### src/verilog/pss_pkg.sv
// Purpose: Shared constants and types of the position selector switch
// Assumes: 100 MHz pclk, APB register access
// Notes: Times are held in their own unit and turned into counts here
`default_nettype none
package pss_pkg;
  // Clock and tick timing
  localparam int unsigned CLK_HZ = 100_000_000;
  localparam int unsigned TICK_MS = 100;
  localparam int unsigned TICK_CYCLES = (CLK_HZ / 1000) * TICK_MS;
  localparam int unsigned ALARM_MS = 3000;
  localparam logic [4:0] ALARM_TICKS = 5'(ALARM_MS / TICK_MS);
  // Register byte offsets
  localparam logic [11:0] OFS_CTRL = 12'h000;
  localparam logic [11:0] OFS_TIMEOUT = 12'h004;
  localparam logic [11:0] OFS_STATUS = 12'h008;
  // Control register fields
  localparam int CTRL_LIMIT_LSB = 0;
  localparam int CTRL_INC_MODE = 3;
  localparam int CTRL_CODE_MODE = 4;
  // Status register fields
  localparam int STAT_POS_LSB = 0;
  localparam int STAT_PRE_LSB = 3;
  localparam int STAT_INC_BUSY = 6;
  localparam int STAT_CODE_BUSY = 7;
  localparam int STAT_SEL_ALARM = 8;
  localparam int STAT_INC_ALARM = 9;
  localparam int STAT_CODE_ALARM = 10;
  localparam int STAT_PWR_ALARM = 11;
  // Reset values and limits, time-out in 100 ms units
  localparam logic [2:0] LIMIT_RST = 3'h7;
  localparam logic [2:0] LIMIT_MIN = 3'h1;
  localparam logic [9:0] TIMEOUT_RST = 10'h032;
  localparam logic [9:0] TIMEOUT_MIN = 10'h01E;
  localparam logic [9:0] TIMEOUT_MAX = 10'h258;
  // Power-up modes
  localparam logic [1:0] PWR_RESTORE = 2'h0;
  localparam logic [1:0] PWR_SYNC = 2'h1;
  localparam logic [1:0] PWR_SYNC_RESTORE = 2'h2;
  // Sequence states
  typedef enum logic [2:0] {
    PSS_IDLE = 3'b001,
    PSS_INC = 3'b010,
    PSS_CODE = 3'b100
  } pss_state_t;

  // Next position when stepping, wrapping after the upper limit
  function automatic logic [2:0] pss_step(input logic [2:0] pos, input logic [2:0] limit);
    pss_step = (pos >= limit) ? 3'h1 : 3'(pos + 3'h1);
  endfunction : pss_step

  // Position lies between 1 and the upper limit
  function automatic logic pss_in_range(input logic [2:0] pos, input logic [2:0] limit);
    pss_in_range = (pos != 3'h0) && (pos <= limit);
  endfunction : pss_in_range
endpackage : pss_pkg
`default_nettype wire

### src/verilog/pss_tick.sv
// Purpose: Divider giving a one-cycle enable every tick period
// Assumes: Single clock domain
// Notes: Period is a parameter so simulation can shorten it
`default_nettype none
module pss_tick #(
  parameter int unsigned CYCLES = pss_pkg::TICK_CYCLES
) (
  // Clock and reset
  input wire logic pclk,
  input wire logic presetn,
  // Tick enable
  output logic tick
);
  logic [31:0] count;
  logic [31:0] next_count;
  logic next_tick;

  if (CYCLES < 2) begin : g_chk
    $error("pss_tick: CYCLES must be at least 2");
  end

  always_comb begin
    next_tick = (count == 32'(CYCLES - 1));
    next_count = next_tick ? 32'h0000_0000 : 32'(count + 32'h0000_0001);
  end

  always_ff @(posedge pclk or negedge presetn) begin
    if (!presetn) begin
      count <= 32'h0000_0000;
      tick <= 1'b0;
    end else begin
      count <= next_count;
      tick <= next_tick;
    end
  end
endmodule : pss_tick
`default_nettype wire

### src/verilog/pss_top.sv
// Purpose: Digital multi-position selector switch with step and code paths
// Assumes: 100 MHz pclk, control pins asynchronous, APB slave with no wait states
// Notes: Timing resolution is one 100 ms tick
// Operation
// - Upper limit 1..7, position 1 lowest
// - Out-of-range code refused, selector alarm 3 s
// - Time-out 3.0 to 60.0 s, 0.1 s steps
// - Step time-out mode applies after inactivity
// - Confirm mode: activity restarts timer, expiry alarms
// - Step edge advances, wraps to 1
// - Step edge restarts timer, signals change initiated
// - Step confirm missed: step alarm 3 s
// - Step confirm edge applies, confirm mode only
// - Code bits unsigned, bit 2 most significant
// - Code zero is rest, no action
// - Code applies after time-out or confirm edge
// - Step and code paths lock each other out
// - Code confirm missed: code alarm 3 s
// - Separate confirm inputs per path
// - Position kept in storage, restored or synced
// - Power-up sync applies code at once, else 0
// - Restored position out of range gives 0, alarm
`default_nettype none
module pss_top #(
  parameter int unsigned TICK_CYCLES = pss_pkg::TICK_CYCLES
) (
  // Clock and reset
  input wire logic pclk,
  input wire logic presetn,
  // APB slave
  input wire logic psel,
  input wire logic penable,
  input wire logic pwrite,
  input wire logic [11:0] paddr,
  input wire logic [31:0] pwdata,
  output logic [31:0] prdata,
  output logic pready,
  output logic pslverr,
  // Control pins
  input wire logic increment_in,
  input wire logic increment_confirm,
  input wire logic code_bit0,
  input wire logic code_bit1,
  input wire logic code_bit2,
  input wire logic code_confirm,
  input wire logic [1:0] powerup_mode,
  // Non-volatile position storage
  input wire logic [2:0] nv_position,
  output logic nv_write,
  output logic [2:0] nv_data,
  // Selector outputs
  output logic [2:0] position,
  output logic [2:0] preselect,
  output logic change_initiated,
  output logic selector_alarm,
  output logic increment_confirm_alarm,
  output logic code_confirm_alarm,
  output logic startup_alarm
);
  localparam int SW = 11;

  if (TICK_CYCLES < 2) begin : g_chk
    $error("pss_top: TICK_CYCLES must be at least 2");
  end

  logic tick;

  pss_tick #(.CYCLES(TICK_CYCLES)) i_pss_tick (
    .pclk(pclk),
    .presetn(presetn),
    .tick(tick)
  );

  // Pin synchronisers; the first stage feeds only the second
  logic [SW-1:0] pin_meta, pin_sync, pin_prev, pin_raw;
  assign pin_raw = {powerup_mode, nv_position, code_confirm, code_bit2, code_bit1, code_bit0,
                    increment_confirm, increment_in};

  always_ff @(posedge pclk or negedge presetn) begin
    if (!presetn) begin
      pin_meta <= '0;
      pin_sync <= '0;
      pin_prev <= '0;
    end else begin
      pin_meta <= pin_raw;
      pin_sync <= pin_meta;
      pin_prev <= pin_sync;
    end
  end

  logic inc_rise, inc_ack_rise, code_ack_rise, code_moved;
  logic [2:0] code_now, nv_now;
  logic [1:0] pwr_now;
  assign inc_rise = pin_sync[0] & ~pin_prev[0];
  assign inc_ack_rise = pin_sync[1] & ~pin_prev[1];
  assign code_ack_rise = pin_sync[5] & ~pin_prev[5];
  assign code_now = pin_sync[4:2];
  assign code_moved = (pin_sync[4:2] != pin_prev[4:2]);
  assign nv_now = pin_sync[8:6];
  assign pwr_now = pin_sync[10:9];

  // Configuration registers
  logic [2:0] limit;
  logic inc_confirm_mode, code_confirm_mode;
  logic [9:0] timeout;
  // Selector state
  pss_pkg::pss_state_t state, next_state;
  logic [9:0] timer, next_timer;
  logic [4:0] cnt_sel, cnt_inc, cnt_code, cnt_pwr;
  logic [4:0] next_cnt_sel, next_cnt_inc, next_cnt_code, next_cnt_pwr;
  logic [1:0] boot, next_boot;
  logic [2:0] next_position, next_preselect;
  logic next_init, next_nv_write, timer_done;

  // Counts down one tick per tick while nonzero
  function automatic logic [4:0] pss_decay(input logic [4:0] c, input logic t);
    pss_decay = (t && c != 5'h00) ? 5'(c - 5'h01) : c;
  endfunction : pss_decay

  assign timer_done = tick && (10'(timer + 10'h001) >= timeout);

  always_comb begin
    next_state = state;
    next_timer = tick ? 10'(timer + 10'h001) : timer;
    next_position = position;
    next_preselect = preselect;
    next_init = 1'b0;
    next_nv_write = 1'b0;
    next_boot = boot;
    next_cnt_sel = pss_decay(cnt_sel, tick);
    next_cnt_inc = pss_decay(cnt_inc, tick);
    next_cnt_code = pss_decay(cnt_code, tick);
    next_cnt_pwr = pss_decay(cnt_pwr, tick);
    if (boot != 2'h3) begin
      // Wait for the synchronisers to fill before the power-up decision
      next_boot = 2'(boot + 2'h1);
      next_state = pss_pkg::PSS_IDLE;
      if (boot == 2'h2) begin
        if ((pwr_now != pss_pkg::PWR_RESTORE) && pss_pkg::pss_in_range(code_now, limit)) begin
          next_position = code_now;
        end else if ((pwr_now != pss_pkg::PWR_SYNC) && pss_pkg::pss_in_range(nv_now, limit)) begin
          next_position = nv_now;
        end else begin
          next_position = 3'h0;
          next_cnt_pwr = pss_pkg::ALARM_TICKS;
        end
        next_preselect = next_position;
      end
    end else begin
      unique case (state)
        pss_pkg::PSS_IDLE: begin
          if (inc_rise) begin
            next_preselect = pss_pkg::pss_step(position, limit);
            next_timer = 10'h000;
            next_init = 1'b1;
            next_state = pss_pkg::PSS_INC;
          end else if (code_moved && code_now != 3'h0) begin
            if (pss_pkg::pss_in_range(code_now, limit)) begin
              next_preselect = code_now;
              next_timer = 10'h000;
              next_state = pss_pkg::PSS_CODE;
            end else begin
              next_cnt_sel = pss_pkg::ALARM_TICKS;
            end
          end
        end
        pss_pkg::PSS_INC: begin
          // Code pins are ignored for the whole step sequence
          if (inc_rise) begin
            next_preselect = pss_pkg::pss_step(preselect, limit);
            next_timer = 10'h000;
            next_init = 1'b1;
          end else if (inc_confirm_mode && inc_ack_rise) begin
            next_position = preselect;
            next_nv_write = 1'b1;
            next_state = pss_pkg::PSS_IDLE;
          end else if (timer_done) begin
            if (inc_confirm_mode) begin
              next_preselect = position;
              next_cnt_inc = pss_pkg::ALARM_TICKS;
            end else begin
              next_position = preselect;
              next_nv_write = 1'b1;
            end
            next_state = pss_pkg::PSS_IDLE;
          end
        end
        pss_pkg::PSS_CODE: begin
          // Step pin is ignored for the whole code sequence
          if (code_moved && code_now != 3'h0) begin
            next_timer = 10'h000;
            if (pss_pkg::pss_in_range(code_now, limit)) begin
              next_preselect = code_now;
            end else begin
              next_cnt_sel = pss_pkg::ALARM_TICKS;
            end
          end else if (code_confirm_mode && code_ack_rise) begin
            next_position = preselect;
            next_nv_write = 1'b1;
            next_state = pss_pkg::PSS_IDLE;
          end else if (timer_done) begin
            if (code_confirm_mode) begin
              next_preselect = position;
              next_cnt_code = pss_pkg::ALARM_TICKS;
            end else begin
              next_position = preselect;
              next_nv_write = 1'b1;
            end
            next_state = pss_pkg::PSS_IDLE;
          end
        end
      endcase
    end
  end

  always_ff @(posedge pclk or negedge presetn) begin
    if (!presetn) begin
      state <= pss_pkg::PSS_IDLE;
      timer <= 10'h000;
      position <= 3'h0;
      preselect <= 3'h0;
      change_initiated <= 1'b0;
      nv_write <= 1'b0;
      nv_data <= 3'h0;
      boot <= 2'h0;
      cnt_sel <= 5'h00;
      cnt_inc <= 5'h00;
      cnt_code <= 5'h00;
      cnt_pwr <= 5'h00;
      selector_alarm <= 1'b0;
      increment_confirm_alarm <= 1'b0;
      code_confirm_alarm <= 1'b0;
      startup_alarm <= 1'b0;
    end else begin
      state <= next_state;
      timer <= next_timer;
      position <= next_position;
      preselect <= next_preselect;
      change_initiated <= next_init;
      nv_write <= next_nv_write;
      nv_data <= next_position;
      boot <= next_boot;
      cnt_sel <= next_cnt_sel;
      cnt_inc <= next_cnt_inc;
      cnt_code <= next_cnt_code;
      cnt_pwr <= next_cnt_pwr;
      selector_alarm <= (next_cnt_sel != 5'h00);
      increment_confirm_alarm <= (next_cnt_inc != 5'h00);
      code_confirm_alarm <= (next_cnt_code != 5'h00);
      startup_alarm <= (next_cnt_pwr != 5'h00);
    end
  end

  // APB slave: one access cycle, read data prepared in the setup cycle
  logic [2:0] next_limit, wr_limit;
  logic [9:0] next_timeout, wr_timeout;
  logic [31:0] next_prdata;
  logic next_inc_mode, next_code_mode, next_pready, next_pslverr, wr_en, mapped;

  always_comb begin
    wr_en = psel & penable & pready & pwrite;
    mapped = (paddr == pss_pkg::OFS_CTRL) || (paddr == pss_pkg::OFS_TIMEOUT) ||
             (paddr == pss_pkg::OFS_STATUS);
    wr_limit = pwdata[pss_pkg::CTRL_LIMIT_LSB +: 3];
    wr_timeout = pwdata[9:0];
    next_limit = limit;
    next_inc_mode = inc_confirm_mode;
    next_code_mode = code_confirm_mode;
    next_timeout = timeout;
    if (wr_en && paddr == pss_pkg::OFS_CTRL) begin
      // Zero is not a usable limit, so it is raised to 1
      next_limit = (wr_limit < pss_pkg::LIMIT_MIN) ? pss_pkg::LIMIT_MIN : wr_limit;
      next_inc_mode = pwdata[pss_pkg::CTRL_INC_MODE];
      next_code_mode = pwdata[pss_pkg::CTRL_CODE_MODE];
    end
    if (wr_en && paddr == pss_pkg::OFS_TIMEOUT) begin
      if (wr_timeout < pss_pkg::TIMEOUT_MIN) begin
        next_timeout = pss_pkg::TIMEOUT_MIN;
      end else if (wr_timeout > pss_pkg::TIMEOUT_MAX) begin
        next_timeout = pss_pkg::TIMEOUT_MAX;
      end else begin
        next_timeout = wr_timeout;
      end
    end
    next_pready = psel & ~penable;
    next_pslverr = psel & ~penable & ~mapped;
    next_prdata = 32'h0000_0000;
    if (psel && !penable && !pwrite) begin
      if (paddr == pss_pkg::OFS_CTRL) begin
        next_prdata[pss_pkg::CTRL_LIMIT_LSB +: 3] = limit;
        next_prdata[pss_pkg::CTRL_INC_MODE] = inc_confirm_mode;
        next_prdata[pss_pkg::CTRL_CODE_MODE] = code_confirm_mode;
      end else if (paddr == pss_pkg::OFS_TIMEOUT) begin
        next_prdata[9:0] = timeout;
      end else if (paddr == pss_pkg::OFS_STATUS) begin
        next_prdata[pss_pkg::STAT_POS_LSB +: 3] = position;
        next_prdata[pss_pkg::STAT_PRE_LSB +: 3] = preselect;
        next_prdata[pss_pkg::STAT_INC_BUSY] = (state == pss_pkg::PSS_INC);
        next_prdata[pss_pkg::STAT_CODE_BUSY] = (state == pss_pkg::PSS_CODE);
        next_prdata[pss_pkg::STAT_SEL_ALARM] = selector_alarm;
        next_prdata[pss_pkg::STAT_INC_ALARM] = increment_confirm_alarm;
        next_prdata[pss_pkg::STAT_CODE_ALARM] = code_confirm_alarm;
        next_prdata[pss_pkg::STAT_PWR_ALARM] = startup_alarm;
      end
    end
  end

  always_ff @(posedge pclk or negedge presetn) begin
    if (!presetn) begin
      limit <= pss_pkg::LIMIT_RST;
      inc_confirm_mode <= 1'b0;
      code_confirm_mode <= 1'b0;
      timeout <= pss_pkg::TIMEOUT_RST;
      prdata <= 32'h0000_0000;
      pready <= 1'b0;
      pslverr <= 1'b0;
    end else begin
      limit <= next_limit;
      inc_confirm_mode <= next_inc_mode;
      code_confirm_mode <= next_code_mode;
      timeout <= next_timeout;
      prdata <= next_prdata;
      pready <= next_pready;
      pslverr <= next_pslverr;
    end
  end
endmodule : pss_top
`default_nettype wire

### config.mk
export PLATFORM = sky130hd
export DESIGN_NAME = pss_top
export DESIGN_NICKNAME = d
export VERILOG_FILES = /design/src/verilog/pss_pkg.sv /design/src/verilog/pss_tick.sv /design/src/verilog/pss_top.sv
export SDC_FILE = /design/constraint.sdc
export NUM_CORES = 1
export LEC_CHECK = 0
export BUFFER_PORTS_ARGS = -buffer_cell sky130_fd_sc_hd__buf_4
export CORE_MARGIN = 2
export CORE_UTILIZATION = 38
export DETAILED_ROUTE_END_ITERATION = 6
export PLACE_DENSITY_LB_ADDON = 0.05
export SLEW_MARGIN = 20
export SYNTH_ARGS = -nofsm -noshare
export SYNTH_HDL_FRONTEND = slang
export SYNTH_SLANG_ARGS = --single-unit
### constraint.sdc
create_clock -name pclk -period 2.75 [get_ports pclk]
set_input_delay 0.4125 -clock pclk [delete_from_list [all_inputs] [get_ports pclk]]
set_output_delay 0.4125 -clock pclk [all_outputs]
set_load 0.05 [all_outputs]
==> results.toml <==
[run_status]
status = "finished, violations left"
violations = "setup timing"

[floorplanning]
die-area_um2 = 20300
die_w_um = 143
num_io_pins = 109
coreArea_um2 = 18800
rows = 50
die_y_um = 143
initial_core_util_pct = 38.8

[grt]
overflow = 0
grt_pass1_vias = 5697
grt_max_degree = 65
grtUsageTotal_pct = 17.9
antenna_found_initial = 0
grt_pass1_wl_um = 28600

[sta]
tightest_slew_ps = 721
tns_ps = -4290
final.period_utilization_pct = 112
hold_violations = 0
setup_viol = 21
rsz0062_at_grt = "true"
slew_violations = 0
max_freq_ghz = 0.325
final.setup.worst_slack_ps = -322
layout_min_cycle_time_ps = 3070
slew_headroom_pct = 51.9
finalClockSkew_ps = 12.8

[route]
firstDrtPassIters = 4
routed_wl_um = 17100
wl_met1_um = 8120
detail_route.wl_per_cell_um = 15.7
ant_nets = 0
drt-initial-drc-count = 304
wl_met3_um = 622
dr_wl_met2_um = 8120
top_layer = "met4"
vias = 5590
post-route-drc-count = 0
routed_via_density = 5.13

[worst_setup_path]
rr_endpoint = "state[1]"
rr_worst_depth = 13
critPathArrivalTime_ps = 3410
crit_required_ps = 3090
end_kind = "register"
path_class = "register to register"
cp_max_fo = 5
r2r-start = "timer[1]"
start_kind = "register"
rrSetupSlack_ps = -320
crit_start = "timer[1]"

[flow_run]
drv_cap = 0

[power]
clock_power_share_pct = 38.2
ir_worst_vdd_mv = 0.414
power.density_nw_per_um2 = 682
p_leak_nw = 4.28
comb_power_share_pct = 26.1
p_seq_share_pct = 35.7
switching_power_mw = 1.95
power_mw = 6.14
swShare_pct = 31.8
p_int_mw = 4.19

[min_path]
hold_depth = 1
hp-class = "primary input to register"
hp-start = "increment_confirm"
hold_end = "pin_meta[1]"

[synthesis]
synth_area_um2 = 7290
async_reset_ff_share_pct = 100
synth.distinct_cells = 76
synth_edf_count = 0
ys_ff_latch = 137
synth_cells = 737
ys.warnings.count = 0
avgSynthCellArea_um2 = 9.89
seq_area_frac_synth_pct = 47.1
synth-main-ff-cell = "dfrtp_1"

[clock_tree]
clock-root-buffer = "clkbuf_16"
h-tree-depth = 4
clkTransAtPathRegs_ps = 60
clock_sinks = 137
cts_made_buffers = 17
insertion_delay_ps = 420
cts_buffer_depth = 2
cts_tree = "built"

[final_layout]
postLayoutCellArea_um2 = 9000
multi_input_area_um2 = 3650
seqCellArea_um2 = 3440
area_delta_synth_final_pct = 23.4
num-nets-final = 936
drive_above_1_share_pct = 22.7
antenna_cells = 0
most-common-layout-cells = "dfrtp_1 (130), buf_4 (107), nor2_1 (77)"
final_common_cell = "dfrtp_1"
final_core_util_pct = 47.9
nFillCells = 1775

[place]
port_buffers = 66
gp_congestion = 0.846
hpwl_um = 12600
post-place-ws_ps = -305
postPlaceCellArea_um2 = 8190
==> cell usage after synthesis, drive strengths merged, types with 9 or more instances <==
library cell	n	area share, %
xor2	36	4.3
and3	12	1.1
dfrtp	130	45
a21oi	24	1.6
mux2i	11	1.5
mux2	9	1.4
nor4	13	1.1
buf	28	2.7
ha	32	5.5
nand2b	13	1.1
nand3	20	1.4
nor2	79	4.1
nand2	64	3.3
nor3	11	0.98
nand4	13	1.1
clkbuf	15	0.77
inv	38	2.0
xnor2	30	3.6
o21ai	38	2.7
==> flip-flops by register name, summed over array words and instances, names as in the netlist, 6 cells and up <==
| signal | flops |
|---|---|
| i_pss_tick.count | 32 |
| prdata | 12 |
| timeout | 10 |
| timer | 10 |
| pin_prev | 6 |
| pin_sync | 11 |
| pin_meta | 11 |
==> power by group through the flow <==
stage | Combinational (mW) | Sequential (mW) | Clock [mW]
finish | 1.60 | 2.19 | 2.35
global route | 1.75 | 2.21 | 2.50
CTS | 1.58 | 2.19 | 2.42
detailed placement | 1.53 | 2.23 | 0
global placement | 1.52 | 2.22 | 0
floorplan | 0.914 | 2.37 | 0
==> routing by layer <==
layer	vias up	GRT usage, %
met3	17	3.57
met4	0	5.89
met5	-	0
met2	97	29.7
met1	2725	23.5
li1	2751	-
==> worst max-delay path, cell delays in order (launching register included) <==
cell	delay, ps
dfrtp_1	400
and3_4	190
and3_4	170
and3_4	180
xor2_1	140
ha_1	300
a21o_1	170
a21o_1	170
a221o_1	360
o21ai_4	240
buf_4	160
inv_2	40
or3_1	330
o21ai_1	130
==> final cells by class <==
type | instances | share of cell area [%]
multi-input combinational | 537 | 40.5
inverter | 39 | 1.63
tap | 234 | 3.25
clock buffer | 19 | 4.92
timing repair buffer | 112 | 9.64
sequential | 137 | 38.2
clock inverter | 12 | 1.82
==> cell families after synthesis <==
kind of cell / after synthesis / share of synthesized area [%]
AND/OR/NAND/NOR: 269 / 18.7
adder cells (fa/ha/maj): 32 / 5.49
AO/OA/AOI/OAI: 130 / 12.2
XOR/XNOR: 66 / 7.93
buffers and inverters: 82 / 5.47
other: 1 / 0.0514
multiplexers: 20 / 2.95
flip-flops: 137 / 47.1
==> per-stage QoR <==
stage,std cells,hold slack [ps]
2_1_floorplan,756,117
3_3_place_gp,1046,336
3_5_place_dp,1046,335
4_1_cts,1084,74.0
5_1_grt,1090,73.5
6_report,1090,92.5
==> worst max-delay path by stage <==
| stage | end |
|---|---|
| after floorplan | state[1] |
| after global placement | state[1] |
| after detailed placement | state[1] |
| after CTS | state[1] |
| after global routing | preselect[1] |
| final | state[1] |
==> what timing repair did <==
item	4_1_cts	5_1_grt
hold endpoints to repair	42	0
buffers inserted	6	7
gates resized for setup	16	7
pin swaps	8	14
hold buffers	1	0
endpoints found under the setup margin	21	24
No activity file was read; power rests on OpenSTA's default activity.
